`config.mk`:
```
export PLATFORM = sky130hd
export DESIGN_NAME = bdfd_decoder
export DESIGN_NICKNAME = d
export VERILOG_FILES = /design/src/design/bdfd_crc32_step.v /design/src/design/bdfd_decoder.v
export VERILOG_INCLUDE_DIRS = /design/src /design/src/shared
export SDC_FILE = /design/constraint.sdc
export NUM_CORES = 1
export LEC_CHECK = 0
export BUFFER_PORTS_ARGS = -buffer_cell sky130_fd_sc_hd__buf_2
export CAP_MARGIN = 20
export CELL_PAD_IN_SITES_DETAIL_PLACEMENT = 1
export CELL_PAD_IN_SITES_GLOBAL_PLACEMENT = 2
export CORE_MARGIN = 2
export CORE_UTILIZATION = 38
export DETAILED_ROUTE_END_ITERATION = 7
export MAX_ROUTING_LAYER = met4
export PLACE_DENSITY_LB_ADDON = 0.08
export SLEW_MARGIN = 20
export SYNTH_ARGS = -nofsm -noshare
export SYNTH_HDL_FRONTEND = slang
export SYNTH_HIERARCHICAL = 1
export SYNTH_SLANG_ARGS = --single-unit
export TNS_END_PERCENT = 20
```
`constraint.sdc`:
```
create_clock -name mclk -period 3.2 [get_ports mclk]
set_input_delay 0.16 -clock mclk [delete_from_list [all_inputs] [get_ports mclk]]
set_output_delay 0.16 -clock mclk [all_outputs]
set_load 0.005 [all_outputs]
```
`src/shared/bdfd_regs.vh`:
```
// constants for the branch and dma field decoder
`ifndef BDFD_REGS_VH
`define BDFD_REGS_VH
// ============================================================
// register offsets (byte addresses)
`define BDFD_CTRL_OFF      12'h000
`define BDFD_INSTR_OFF     12'h004
`define BDFD_KIND_OFF      12'h008
`define BDFD_STATUS_OFF    12'h00c
`define BDFD_BRANCH_OFF    12'h010
`define BDFD_DMA_OFF       12'h014
`define BDFD_CRCA_OFF      12'h018
`define BDFD_CRCB_OFF      12'h01c
`define BDFD_CNT_OFF       12'h020
`define BDFD_RLA_OFF       12'h024
`define BDFD_CMP_OFF       12'h028
// ============================================================
// instruction kind codes (kind register bits 3:0)
`define BDFD_K_NONE        4'h0
`define BDFD_K_BF          4'h1
`define BDFD_K_BI          4'h2
`define BDFD_K_BR          4'h3
`define BDFD_K_D1R         4'h4
`define BDFD_K_D1W         4'h5
`define BDFD_K_D2R         4'h6
`define BDFD_K_D2W         4'h7
`define BDFD_K_CMP         4'h8
`define BDFD_K_COMPARE_WITH_PREVIOUS        4'h9
// kind register field positions
`define BDFD_KIND_LINK     4
`define BDFD_KIND_PLUS     5
`define BDFD_KIND_HASCOND  6
// ============================================================
// branch field positions within the instruction word
`define BDFD_SEL_HI        23
`define BDFD_SEL_LO        20
`define BDFD_SENSE_BIT     19
`define BDFD_COP_BIT       18
`define BDFD_NEVER_BIT     17
`define BDFD_CSOV_BIT      16
`define BDFD_CSO_HI        15
`define BDFD_CSO_LO        8
// counter operation codes
`define BDFD_CSO_DRXB      8'he0
`define BDFD_CSO_DRXF      8'he1
`define BDFD_CSO_ITXB      8'hc2
`define BDFD_CSO_ITXF      8'hc3
// ============================================================
// dma field positions
`define BDFD_INC_BIT       26
`define BDFD_BC_HI         26
`define BDFD_BC_PLUS_HI    25
`define BDFD_BC_LO         19
`define BDFD_IBI_BIT       9
`define BDFD_CRCA_BIT      8
`define BDFD_CRCB_BIT      7
`define BDFD_POD_BIT       6
`define BDFD_ST_BIT        5
// ============================================================
// condition thresholds, reset values and the crc polynomial
`define BDFD_TXF_LOW       8'h02
`define BDFD_RXB_HIGH      8'h04
`define BDFD_SEL_LAST      4'he
`define BDFD_CRC_SEED      32'hffffffff
`define BDFD_CRC_POLY      32'h04c11db7
`endif

```
`src/design/bdfd_crc32_step.v`:
```
// one-byte crc-32 update used by both accumulators
`timescale 1ns/100ps
`default_nettype none
`include "bdfd_regs.vh"
module bdfd_crc32_step (
	input  wire [31:0] crcIn,
	input  wire [7:0]  dataIn,
	output wire [31:0] crcOut
);
	// ============================================================
	// bitwise msb-first lfsr, unrolled over the byte by a generate
	wire [31:0] stage [0:8];
	assign stage[0] = crcIn;
	genvar i;
	generate
		for (i = 0; i < 8; i = i + 1) begin : gBit
			wire fb;
			assign fb = stage[i][31] ^ dataIn[7-i];
			assign stage[i+1] = {stage[i][30:0], 1'b0} ^ (fb ? `BDFD_CRC_POLY : 32'h00000000);
		end
	endgenerate
	assign crcOut = stage[8];
endmodule
`default_nettype wire

```
`src/design/bdfd_decoder.v`:
```
// branch and dma instruction field decoder with an apb register port
//
// The implementer's own choices: the APB register port and the address map.
`timescale 1ns/100ps
`default_nettype none
`include "bdfd_regs.vh"
module bdfd_decoder #(
	parameter CNT_W   = 8,
	parameter TX_FULL = 8'h08
) (
	input  wire        mclk,
	input  wire        nrst,
	input  wire        psel,
	input  wire        penable,
	input  wire        pwrite,
	input  wire [11:0] paddr,
	input  wire [31:0] pwdata,
	output reg  [31:0] prdata,
	output wire        pready,
	output wire        pslverr,
	input  wire        inboundStatusA,
	input  wire        inboundStatusB,
	input  wire        assignedCell,
	input  wire        cellSchedulerBusy,
	input  wire        commInboundBusy,
	input  wire        commOutboundBusy,
	input  wire [15:0] sparseEvents,
	input  wire        dma1OutBusy,
	input  wire        dma1QueueBusy,
	input  wire        dma2OutBusy,
	input  wire        dma2QueueBusy,
	input  wire        dmaDone,
	input  wire        dmaDataValid,
	input  wire [7:0]  dmaData,
	output wire        branchTaken,
	output wire        slotExecute,
	output wire        linkSave,
	output wire        reservedSel,
	output reg  [7:0]  byteCount,
	output wire        silentTransfer
);
	// ============================================================
	// software-visible registers and internal engine state
	reg  [31:0] instr_r;
	reg  [6:0]  kind_r;
	reg  [31:0] crcA_r;
	reg  [31:0] crcB_r;
	reg  [CNT_W-1:0] receive_busy_count_r;
	reg  [CNT_W-1:0] receive_full_count_r;
	reg  [CNT_W-1:0] transmit_busy_count_r;
	reg  [CNT_W-1:0] transmit_full_count_r;
	reg  [15:0] rla_r;
	reg  [1:0]  cmpPrev_r;
	reg         dmaActive_r;
	reg         dmaOdd_r;
	reg  [3:0]  dmaKind_r;
	reg         dmaInc_r;
	reg         dmaCrcA_r;
	reg         dmaCrcB_r;
	reg         dmaPod_r;
	reg         dmaSilent_r;
	reg         execPulse_r;
	wire [3:0]  kind = kind_r[3:0];
	wire        isBranch = (kind == `BDFD_K_BF) || (kind == `BDFD_K_BI) || (kind == `BDFD_K_BR);
	wire        isDma = (kind >= `BDFD_K_D1R) && (kind <= `BDFD_K_D2W);
	wire        isPort1 = (kind == `BDFD_K_D1R) || (kind == `BDFD_K_D1W);
	// ============================================================
	// condition selection
	wire [3:0] sel = instr_r[`BDFD_SEL_HI:`BDFD_SEL_LO];
	wire       hasCond = kind_r[`BDFD_KIND_HASCOND];
	reg        cond;
	always @* begin
		cond = 1'b0;
		case (sel)
			4'h0: cond = inboundStatusA;
			4'h1: cond = inboundStatusB;
			4'h2: cond = (transmit_full_count_r <= `BDFD_TXF_LOW);
			4'h3: cond = (receive_busy_count_r >= `BDFD_RXB_HIGH);
			4'h4: cond = assignedCell;
			4'h5: cond = cellSchedulerBusy;
			4'h6: cond = commInboundBusy;
			4'h7: cond = commOutboundBusy;
			4'h8: cond = |sparseEvents;
			4'h9: cond = (receive_busy_count_r != {CNT_W{1'b0}});
			4'ha: cond = (transmit_full_count_r == TX_FULL[CNT_W-1:0]);
			4'hb: cond = dma1OutBusy | dma1QueueBusy;
			4'hc: cond = dma2OutBusy | dma2QueueBusy;
			4'hd: cond = dma1QueueBusy;
			4'he: cond = dma2QueueBusy;
			default: cond = 1'b0;
		endcase
	end
	// reserved code is flagged and never taken, rather than guessed at
	assign reservedSel = isBranch & hasCond & (sel > `BDFD_SEL_LAST);
	wire senseOk = instr_r[`BDFD_SENSE_BIT] ? cond : ~cond;
	wire condMet = ~hasCond | (senseOk & ~reservedSel);
	assign branchTaken = isBranch & condMet;
	assign slotExecute = ~isBranch |
		(hasCond ? (condMet | ~instr_r[`BDFD_COP_BIT]) : ~instr_r[`BDFD_NEVER_BIT]);
	assign linkSave = branchTaken & kind_r[`BDFD_KIND_LINK];
	// ============================================================
	// counter operation carried by a branch
	wire [7:0] cso = instr_r[`BDFD_CSO_HI:`BDFD_CSO_LO];
	wire       csoFire = isBranch & instr_r[`BDFD_CSOV_BIT] & execPulse_r;
	wire       opDrxb = csoFire & (cso == `BDFD_CSO_DRXB);
	wire       opDrxf = csoFire & (cso == `BDFD_CSO_DRXF);
	wire       opItxb = csoFire & (cso == `BDFD_CSO_ITXB);
	wire       opItxf = csoFire & (cso == `BDFD_CSO_ITXF);
	// ============================================================
	// dma field decode
	wire       plus = kind_r[`BDFD_KIND_PLUS];
	always @* begin
		if (plus)
			byteCount = {1'b0, instr_r[`BDFD_BC_PLUS_HI:`BDFD_BC_LO]};
		else
			byteCount = instr_r[`BDFD_BC_HI:`BDFD_BC_LO];
	end
	// raw count goes to the engine; odd values only raise a flag
	wire       oddCount = isDma & byteCount[0];
	// plus forms reuse bit 26 for nothing else, so increment stays at bit 26
	wire       incAddr = instr_r[`BDFD_INC_BIT] & plus;
	wire       optCrcA = isPort1 & instr_r[`BDFD_CRCA_BIT];
	wire       optCrcB = isPort1 & instr_r[`BDFD_CRCB_BIT];
	wire       optSilent = isPort1 & instr_r[`BDFD_ST_BIT];
	// internal flag may not be set by software; such words are refused
	wire       ibiErr = isDma & instr_r[`BDFD_IBI_BIT];
	assign silentTransfer = dmaActive_r & dmaSilent_r;
	wire       doneRead = dmaDone & dmaActive_r & dmaPod_r &
		((dmaKind_r == `BDFD_K_D1R) || (dmaKind_r == `BDFD_K_D2R));
	wire       doneWrite = dmaDone & dmaActive_r & dmaPod_r &
		((dmaKind_r == `BDFD_K_D1W) || (dmaKind_r == `BDFD_K_D2W));
	wire [31:0] crcA_nxt;
	wire [31:0] crcB_nxt;
	bdfd_crc32_step uCrcA (
		.crcIn  (crcA_r),
		.dataIn (dmaData),
		.crcOut (crcA_nxt)
	);
	bdfd_crc32_step uCrcB (
		.crcIn  (crcB_r),
		.dataIn (dmaData),
		.crcOut (crcB_nxt)
	);
	// ============================================================
	// compare with previous: current {eq,lt} on a 16-bit pair
	wire [15:0] cmpA = instr_r[31:16];
	wire [15:0] cmpB = instr_r[15:0];
	wire        curEq = (cmpA == cmpB);
	wire        curLt = (cmpA < cmpB);
	// high half decides unless equal, then the earlier low-half result stands
	wire        chainEq = curEq & cmpPrev_r[1];
	wire        chainLt = curLt | (curEq & cmpPrev_r[0]);
	// ============================================================
	// apb slave, zero wait states
	assign pready = 1'b1;
	wire wrEn = psel & penable & pwrite;
	wire rdEn = psel & penable & ~pwrite;
	reg  mapped;
	always @* begin
		if (paddr == `BDFD_CTRL_OFF || paddr == `BDFD_INSTR_OFF || paddr == `BDFD_KIND_OFF)
			mapped = 1'b1;
		else if (paddr == `BDFD_STATUS_OFF || paddr == `BDFD_BRANCH_OFF)
			mapped = 1'b1;
		else if (paddr == `BDFD_DMA_OFF || paddr == `BDFD_CRCA_OFF || paddr == `BDFD_CRCB_OFF)
			mapped = 1'b1;
		else if (paddr == `BDFD_CNT_OFF || paddr == `BDFD_RLA_OFF || paddr == `BDFD_CMP_OFF)
			mapped = 1'b1;
		else
			mapped = 1'b0;
	end
	// a dma start while a dma is running is refused with an error
	wire startWr = wrEn & (paddr == `BDFD_CTRL_OFF) & pwdata[0];
	wire startBad = startWr & isDma & (dmaActive_r | ibiErr);
	assign pslverr = psel & penable & (~mapped | startBad);
	wire execGo = startWr & ~startBad;
	always @(posedge mclk or negedge nrst) begin
		if (!nrst)
			execPulse_r <= 1'b0;
		else
			execPulse_r <= execGo;
	end
	// ============================================================
	// register writes and engine state
	always @(posedge mclk or negedge nrst) begin
		if (!nrst) begin
			instr_r     <= 32'h00000000;
			kind_r      <= 7'h00;
			crcA_r      <= `BDFD_CRC_SEED;
			crcB_r      <= `BDFD_CRC_SEED;
			receive_busy_count_r    <= {CNT_W{1'b0}};
			receive_full_count_r    <= {CNT_W{1'b0}};
			transmit_busy_count_r    <= {CNT_W{1'b0}};
			transmit_full_count_r    <= {CNT_W{1'b0}};
			rla_r       <= 16'h0000;
			cmpPrev_r   <= 2'b00;
			dmaActive_r <= 1'b0;
			dmaOdd_r    <= 1'b0;
			dmaKind_r   <= 4'h0;
			dmaInc_r    <= 1'b0;
			dmaCrcA_r   <= 1'b0;
			dmaCrcB_r   <= 1'b0;
			dmaPod_r    <= 1'b0;
			dmaSilent_r <= 1'b0;
		end else begin
			if (wrEn && paddr == `BDFD_INSTR_OFF)
				instr_r <= pwdata;
			if (wrEn && paddr == `BDFD_KIND_OFF)
				kind_r <= pwdata[6:0];
			if (wrEn && paddr == `BDFD_RLA_OFF)
				rla_r <= pwdata[15:0];
			// crc writes from software lose to an accumulate in the same cycle
			if (dmaActive_r && dmaCrcA_r && dmaDataValid)
				crcA_r <= crcA_nxt;
			else if (wrEn && paddr == `BDFD_CRCA_OFF)
				crcA_r <= pwdata;
			if (dmaActive_r && dmaCrcB_r && dmaDataValid)
				crcB_r <= crcB_nxt;
			else if (wrEn && paddr == `BDFD_CRCB_OFF)
				crcB_r <= pwdata;
			if (wrEn && paddr == `BDFD_CNT_OFF) begin
				receive_busy_count_r <= pwdata[CNT_W-1:0];
				receive_full_count_r <= pwdata[8 +: CNT_W];
				transmit_busy_count_r <= pwdata[16 +: CNT_W];
				transmit_full_count_r <= pwdata[24 +: CNT_W];
			end else begin
				if (opDrxb)
					receive_busy_count_r <= receive_busy_count_r - 1'b1;
				if (opDrxf || doneWrite)
					receive_full_count_r <= receive_full_count_r - 1'b1;
				if (opItxb || doneRead)
					transmit_busy_count_r <= transmit_busy_count_r + 1'b1;
				if (opItxf)
					transmit_full_count_r <= transmit_full_count_r + 1'b1;
			end
			if (execGo && (kind == `BDFD_K_CMP || kind == `BDFD_K_COMPARE_WITH_PREVIOUS))
				cmpPrev_r <= (kind == `BDFD_K_COMPARE_WITH_PREVIOUS) ? {chainEq, chainLt} : {curEq, curLt};
			if (execGo && isDma) begin
				dmaActive_r <= 1'b1;
				dmaOdd_r    <= oddCount;
				dmaKind_r   <= kind;
				dmaInc_r    <= incAddr;
				dmaCrcA_r   <= optCrcA;
				dmaCrcB_r   <= optCrcB;
				dmaPod_r    <= instr_r[`BDFD_POD_BIT];
				dmaSilent_r <= optSilent;
			end else if (dmaActive_r && dmaDone) begin
				dmaActive_r <= 1'b0;
				if (dmaInc_r)
					rla_r <= rla_r + 16'h0001;
			end
		end
	end
	// ============================================================
	// read mux
	always @* begin
		prdata = 32'h00000000;
		if (paddr == `BDFD_INSTR_OFF)
			prdata = instr_r;
		else if (paddr == `BDFD_KIND_OFF)
			prdata = {25'h0000000, kind_r};
		else if (paddr == `BDFD_STATUS_OFF)
			prdata = {26'h0000000, dmaOdd_r, dmaSilent_r, dmaActive_r, cmpPrev_r, 1'b0};
		else if (paddr == `BDFD_BRANCH_OFF)
			prdata = {28'h0000000, reservedSel, linkSave, slotExecute, branchTaken};
		else if (paddr == `BDFD_DMA_OFF)
			prdata = {19'h00000, optSilent, optCrcB, optCrcA, incAddr, oddCount, byteCount};
		else if (paddr == `BDFD_CRCA_OFF)
			prdata = crcA_r;
		else if (paddr == `BDFD_CRCB_OFF)
			prdata = crcB_r;
		else if (paddr == `BDFD_CNT_OFF)
			prdata = {transmit_full_count_r, transmit_busy_count_r, receive_full_count_r, receive_busy_count_r};
		else if (paddr == `BDFD_RLA_OFF)
			prdata = {16'h0000, rla_r};
		else if (paddr == `BDFD_CMP_OFF)
			prdata = {30'h00000000, cmpPrev_r};
		if (!rdEn)
			prdata = 32'h00000000;
	end
endmodule
`default_nettype wire

```
### Word level (Yosys, flattened, before mapping)

Index checks and enable logic that the tools add are counted.
W data, S select, Z words.

* output and inout bits: 47
* register bits after elaboration: 165
* word-level logic and storage cells: 247

* $lt $le $gt $ge: 6
* bitwise gates (word level): 82
* reductions and logical operators: 40
* equality and inequality tests: 41
* $add $sub $neg: 5
* muxes and demuxes: 54

Operators with widths (number)
* $xor A32 B32 Y32: 16
* $mux W27: 16
* $mux W32: 13
* $mux W16: 5
* $mux W8: 9
* $eq A12 B5 Y1 const B: 4
* $eq A4 B3 Y1 const B: 10
* $eq A12 B6 Y1 const B: 3
* $eq A4 B4 Y1 const B: 9
* $and A1 B1 Y1: 33
* $eq A8 B8 Y1 const B: 4
* $eq A12 B4 Y1 const B: 2
* $add A16 B1 Y16 const B: 1
* $add A8 B1 Y8 const B: 2
* $eq A16 B16 Y1: 1
* $eq A4 B2 Y1 const B: 4
* $lt A16 B16 Y1: 1
* $reduce_or A16 Y1: 1
* $sub A8 B1 Y8 const B: 2
* $xor A1 B1 Y1: 16
* $logic_or A1 B1 Y1: 15
* $pmux W1 S15: 1
* $logic_and A1 B1 Y1: 14
* $reduce_bool A2 Y1: 7
* other kinds (15): 39

### Depth between registers and ports, before layout

* word-level depth: 25
* gate-level depth with buffers: 10
* gate-level depth less buffers: 9

### By module

Netlist, hierarchy kept.

By module, submodules not included
* bdfd_decoder: sequential area each 4184.0 um^2, times used 1, area each 9785.6 um^2, cells each 1092
* bdfd_crc32_step: sequential area each 0.0 um^2, times used 2, area each 930.9 um^2, cells each 66

### Worst setup path before layout

No wires, ideal clock.

* kind: flip-flop to output port
* from: register receive_busy_count_r[2]
* to: output prdata[2]
* slack: 0.846 ns
* arrival time: 2.194 ns
* stages on the path, launching flop included: 8
* required time: 3.040 ns
* buffers on the path: 0
* path through: dfrtp_1 > or4_1 > or3_1 > o221a_2 > or2_1 > o211ai_2 > a31oi_1 > o31ai_1

* longest elaborated chain between the ends: 13
* elaborated cells between the ends (all ways): 18
* classes of those cells: order compare: 1; mux: 11; bitwise: 5; reduce/logical: 1

RTL lines
* start, declared: RTL line bdfd_decoder.v:48 `reg [CNT_W-1:0] receive_busy_count_r;`
* start signal, assigned: RTL line bdfd_decoder.v:190 `receive_busy_count_r <= {CNT_W{1'b0}};`
* start signal, assigned: RTL line bdfd_decoder.v:221 `receive_busy_count_r <= pwdata[CNT_W-1:0];`
* start signal, assigned: RTL line bdfd_decoder.v:227 `receive_busy_count_r <= receive_busy_count_r - 1'b1;`
* $ge A8 B3 Y1 (no source line) / $reduce_bool A8 Y1 (equally long branches)
* $pmux W1 S15: RTL line bdfd_decoder.v:74 `case (sel)`
* $not A1 Y1: RTL line bdfd_decoder.v:95 `` wire senseOk = instr_r[`BDFD_SENSE_BIT] ? cond : ~cond; ``
* $mux W1: RTL line bdfd_decoder.v:95
* $and A1 B1 Y1: RTL line bdfd_decoder.v:96 `wire condMet = ~hasCond | (senseOk & ~reservedSel);`
* $or A1 B1 Y1: RTL line bdfd_decoder.v:96
* $and A1 B1 Y1: RTL line bdfd_decoder.v:97 `assign branchTaken = isBranch & condMet;`
* $and A1 B1 Y1: RTL line bdfd_decoder.v:100 `` assign linkSave = branchTaken & kind_r[`BDFD_KIND_LINK]; ``
* $mux W32 (*): RTL line bdfd_decoder.v:263 `` else if (paddr == `BDFD_BRANCH_OFF) ``
* $mux W32 (*): RTL line bdfd_decoder.v:261 `` else if (paddr == `BDFD_STATUS_OFF) ``
* $mux W32 (*): RTL line bdfd_decoder.v:259 `` else if (paddr == `BDFD_KIND_OFF) ``
* $mux W32 (*): RTL line bdfd_decoder.v:257 `` if (paddr == `BDFD_INSTR_OFF) ``
* $mux W32 (*): RTL line bdfd_decoder.v:277 `if (!rdEn)`
* end, declared: RTL line bdfd_decoder.v:18 `output reg [31:0] prdata,`

Every way passes the cells marked *; elsewhere a longest branch is shown, timed or not.

### Worst setup path after layout

* from: register receive_busy_count_r[3]
* to: output prdata[2]

* longest elaborated chain between the ends: 13
* elaborated cells between the ends (all ways): 14
* classes of those cells: order compare: 1; mux: 7; bitwise: 5; reduce/logical: 1

RTL lines (RTL line)
* $ge A8 B3 Y1 (no source line) / $reduce_bool A8 Y1 (equally long branches)
* $pmux W1 S15 (*): bdfd_decoder.v:74
* $not A1 Y1: bdfd_decoder.v:95
* $mux W1 (*): bdfd_decoder.v:95
* $and A1 B1 Y1 (*): bdfd_decoder.v:96
* $or A1 B1 Y1 (*): bdfd_decoder.v:96
* $and A1 B1 Y1 (*): bdfd_decoder.v:97
* $and A1 B1 Y1 (*): bdfd_decoder.v:100
* $mux W32 (*): bdfd_decoder.v:263
* $mux W32 (*): bdfd_decoder.v:261
* $mux W32 (*): bdfd_decoder.v:259
* $mux W32 (*): bdfd_decoder.v:257
* $mux W32 (*): bdfd_decoder.v:277

Marks and branches as above.

==> impl_metrics.env <==
export IMPL_synth_top_area_cell="dfrtp_1"
export IMPL_dp_hpwl_microns=35220
export IMPL_grt_setup_unrepaired="true"
export IMPL_finClkSkew_ns=0.01224
export IMPL_syn2layout_area_growth_pct=16.56
export IMPL_fp_dieH_microns=179.1
export IMPL_clock_latency_ns=0.46
export IMPL_hold_start="pwdata[28]"
export IMPL_final_layout_size_suffix_gt1_share_pct=24.98
export IMPL_slew_violations=0
export IMPL_io_pins=132
export IMPL_muxShareOfSynthArea_pct=8.379
export IMPL_synthCells=1224
export IMPL_max_cap_viol_count=0
export IMPL_reg2reg_from="kind_r[2]$_DFFE_PN0P_"
export IMPL_crit_type="register to output port"
export IMPL_ant_nets=0
export IMPL_grt_overflow=0
export IMPL_hold_violations=0
export IMPL_p_leak_nw=6.169
export IMPL_worstSetupEndpointType="output port"
export IMPL_drt_iter0_drc=912
export IMPL_min_path_type="input port to register"
export IMPL_placed_area_sq_um=12820
export IMPL_rr_endpoint="receive_busy_count_r[5]$_DFFE_PN0P_"
export IMPL_ff2ff_path_depth=6
export IMPL_start_kind="register"
export IMPL_dieWidth_microns=179.1
export IMPL_synth_top_family_by_area="XOR/XNOR gates"
export IMPL_drt_pass1_iterations=6
export IMPL_core_sq_um=30350
export IMPL_peakVddDrop_mv=0.4016
export IMPL_crit_fanout=4
export IMPL_vias=10219
export IMPL_synth_compound_area_share_pct=17.18
export IMPL_ys_flop_type="dfrtp_1"
export IMPL_grt_max_degree=82
export IMPL_yosysUniqueCellTypes=77
export IMPL_synth_edff_count=0
export IMPL_post_synth_xor_area_fraction_pct=17.37
export IMPL_grt_usage_pct=30.78
export IMPL_crit_required_ns=3.04
export IMPL_clockBufferDepth=2
export IMPL_clock_sinks=164
export IMPL_finalInstanceArea_sq_um=13580
export IMPL_async_flop_share_pct=100.0
export IMPL_wl_per_cell_microns=26.62
export IMPL_yosys_area_share_simple_pct=14.24
export IMPL_cts_root_buf="clkbuf_16"
export IMPL_tightest_slew_ns=0.8964
export IMPL_status="finished clean"
export IMPL_worst_hold_slack_ns=0.02662
export IMPL_cts_tree="built"
export IMPL_fin_util_pct=44.74
export IMPL_hold_path_end="transmit_full_count_r[4]$_DFFE_PN0P_"
export IMPL_rows=64
export IMPL_fin_nets=1453
export IMPL_setup_violations=0
export IMPL_numCtsBuffers=17
export IMPL_place_ws_ns=0.3500
export IMPL_avgSynthCellArea_sq_um=9.516
export IMPL_fin_crit_ns=3.078
export IMPL_dieArea_sq_um=32070
export IMPL_synthAdderAreaFrac_pct=2.578
export IMPL_synth_area_leaders="dfrtp_1 21%, dfstp_2 14%, mux2i_1 6.4%, xnor2_1 5.3%, xnor3_1 5.0%"
export IMPL_min_path_cells=3
export IMPL_syn_num_nets=1333
export IMPL_worstPathArrival_ns=2.92
export IMPL_grt_pass1_vias=10181
export IMPL_synth_area_sq_um=11650
export IMPL_htreeDepth=4
export IMPL_timing_slew_headroom_pct=40.24
export IMPL_rrSetupSlack_ns=0.57
export IMPL_start_util_pct=38.38
export IMPL_yosys_top_cells_count="131 x nand2_1, 103 x o21ai_0, 100 x dfrtp_1, 94 x a21oi_1, 84 x nor2_1"
export IMPL_ys_seq_elements=164
export IMPL_worst_slack_ns=0.1217
export IMPL_fill_cells=3538
export IMPL_drc=0
export IMPL_period_share_pct=96.20
export IMPL_netlist_area_leader_share_pct=21.48
export IMPL_clock_fmax_ghz=0.3249
export IMPL_yosysWarnings=6
export IMPL_via_per_inst=5.826
export IMPL_power_density_nw_per_um2=354.6
export IMPL_portBuffers=130
export IMPL_routabilityCongestion=0.8889
export IMPL_yosysMostFrequentCell="nand2_1"
export IMPL_grt_pass1_wl_microns=68280
export IMPL_antenna_found_initial=0
export IMPL_ys_seq_area_share_pct=35.92
export IMPL_path_clk_slew_ns=0.07
export IMPL_totalWireLength_microns=46690
==> how the worst max path moves through the flow <==
stage	to	cells after the start	slack [ns]	start
final	prdata[2]	8	0.12	receive_busy_count_r[3]$_DFFE_PN0P_
after global routing	prdata[2]	9	-0.03	instr_r[20]$_DFFE_PN0P_
after CTS	prdata[1]	8	0.02	receive_busy_count_r[3]$_DFFE_PN0P_
after detailed placement	prdata[1]	8	0.35	receive_busy_count_r[2]$_DFFE_PN0P_
after global placement	prdata[1]	8	0.43	receive_busy_count_r[2]$_DFFE_PN0P_
after floorplan	prdata[2]	7	0.85	receive_busy_count_r[2]$_DFFE_PN0P_
==> through the flow <==
stage | total power, W | instances | TNS, ns
6_report | 0.004814 | 1754 | 0
5_1_grt | 0.004977 | 1753 | -0.05789
4_1_cts | 0.004855 | 1742 | 0
3_5_place_dp | 0.002802 | 1706 | 0
3_3_place_gp | 0.002798 | 1706 | 0
2_1_floorplan | 0.002532 | 1224 | 0
==> worst max-delay path: stages (launching register included) <==
cell and delay (ns):
dfrtp_1 0.38, or4_4 0.54, or3_4 0.42, o221a_4 0.15, o41ai_4 0.41, o211ai_4 0.16
a31oi_1 0.19, o31ai_1 0.09, buf_2 0.13
==> cell families after synthesis <==
family	count (synthesis)
flops	164
mux	95
buf+inv	117
xor+xnor	149
simple gates	348
compound gates	326
other cells	1
fa+ha+maj	24
==> flip-flops by register name, summed over array words and instances, names as in the netlist, 3 cells and up <==
name / flops
crcA_r: 32
crcB_r: 32
dmaKind_r: 3
instr_r: 32
kind_r: 7
receive_busy_count_r: 8
receive_full_count_r: 8
rla_r: 16
transmit_busy_count_r: 8
transmit_full_count_r: 8
==> area by class of cell <==
cell class	instances	area, sq um	share of cell area (%)
Antenna cell	1	2.502	0.01843
Clock buffer	17	425.4	3.133
Clock inverter	15	132.6	0.9769
Inverter	37	138.9	1.023
Multi-Input combinational cell	943	7069	52.07
Sequential cell	164	4190	30.86
Tap cell	396	495.5	3.649
Timing Repair Buffer	181	1122	8.267
==> per-layer routing <==
metal / track usage (%) / routed length, microns / vias up / part of all wire [%]
met1: 42.97 / 21740 / 5240 / 47
met4: 6.538 / 672 / 0 / 1.4
met3: 4.919 / 2653 / 47 / 5.7
met5: - / 0 / - / 0
met2: 47.28 / 21620 / 293 / 46
li1: - / - / 4639 / -
==> power breakdown <==
group	internal (W)	switching [W]	total, W
registers	0.00208	0.00000539	0.00209
clock network	0.00107	0.000967	0.00204
logic	0.000322	0.000366	0.000687
==> layout by cell type, fill, tap and decap left out, types with 24 or more instances in the layout <==
master | synthesis | layout
nand3_1 | 30 | 28
dfstp_2 | 64 | 64
xnor3_1 | 26 | 26
buf_2 | 6 | 129
inv_1 | 37 | 37
mux2i_1 | 75 | 75
o21ai_0 | 103 | 102
dfrtp_1 | 100 | 95
a22oi_1 | 55 | 55
xnor2_1 | 71 | 71
nor2_1 | 84 | 84
ha_1 | 24 | 24
nand2_1 | 131 | 130
a21oi_1 | 94 | 94
buf_4 | 12 | 42
==> what timing repair did <==
action / CTS / global route
pin swaps: 1 / 7
buffers inserted: 1 / 11
hold endpoints to repair: 62 / 0
endpoints found under the setup margin: 5 / 5
resized for setup: 4 / 15
hold buffers: 3 / 0
Power figures use the tool's default switching activity.
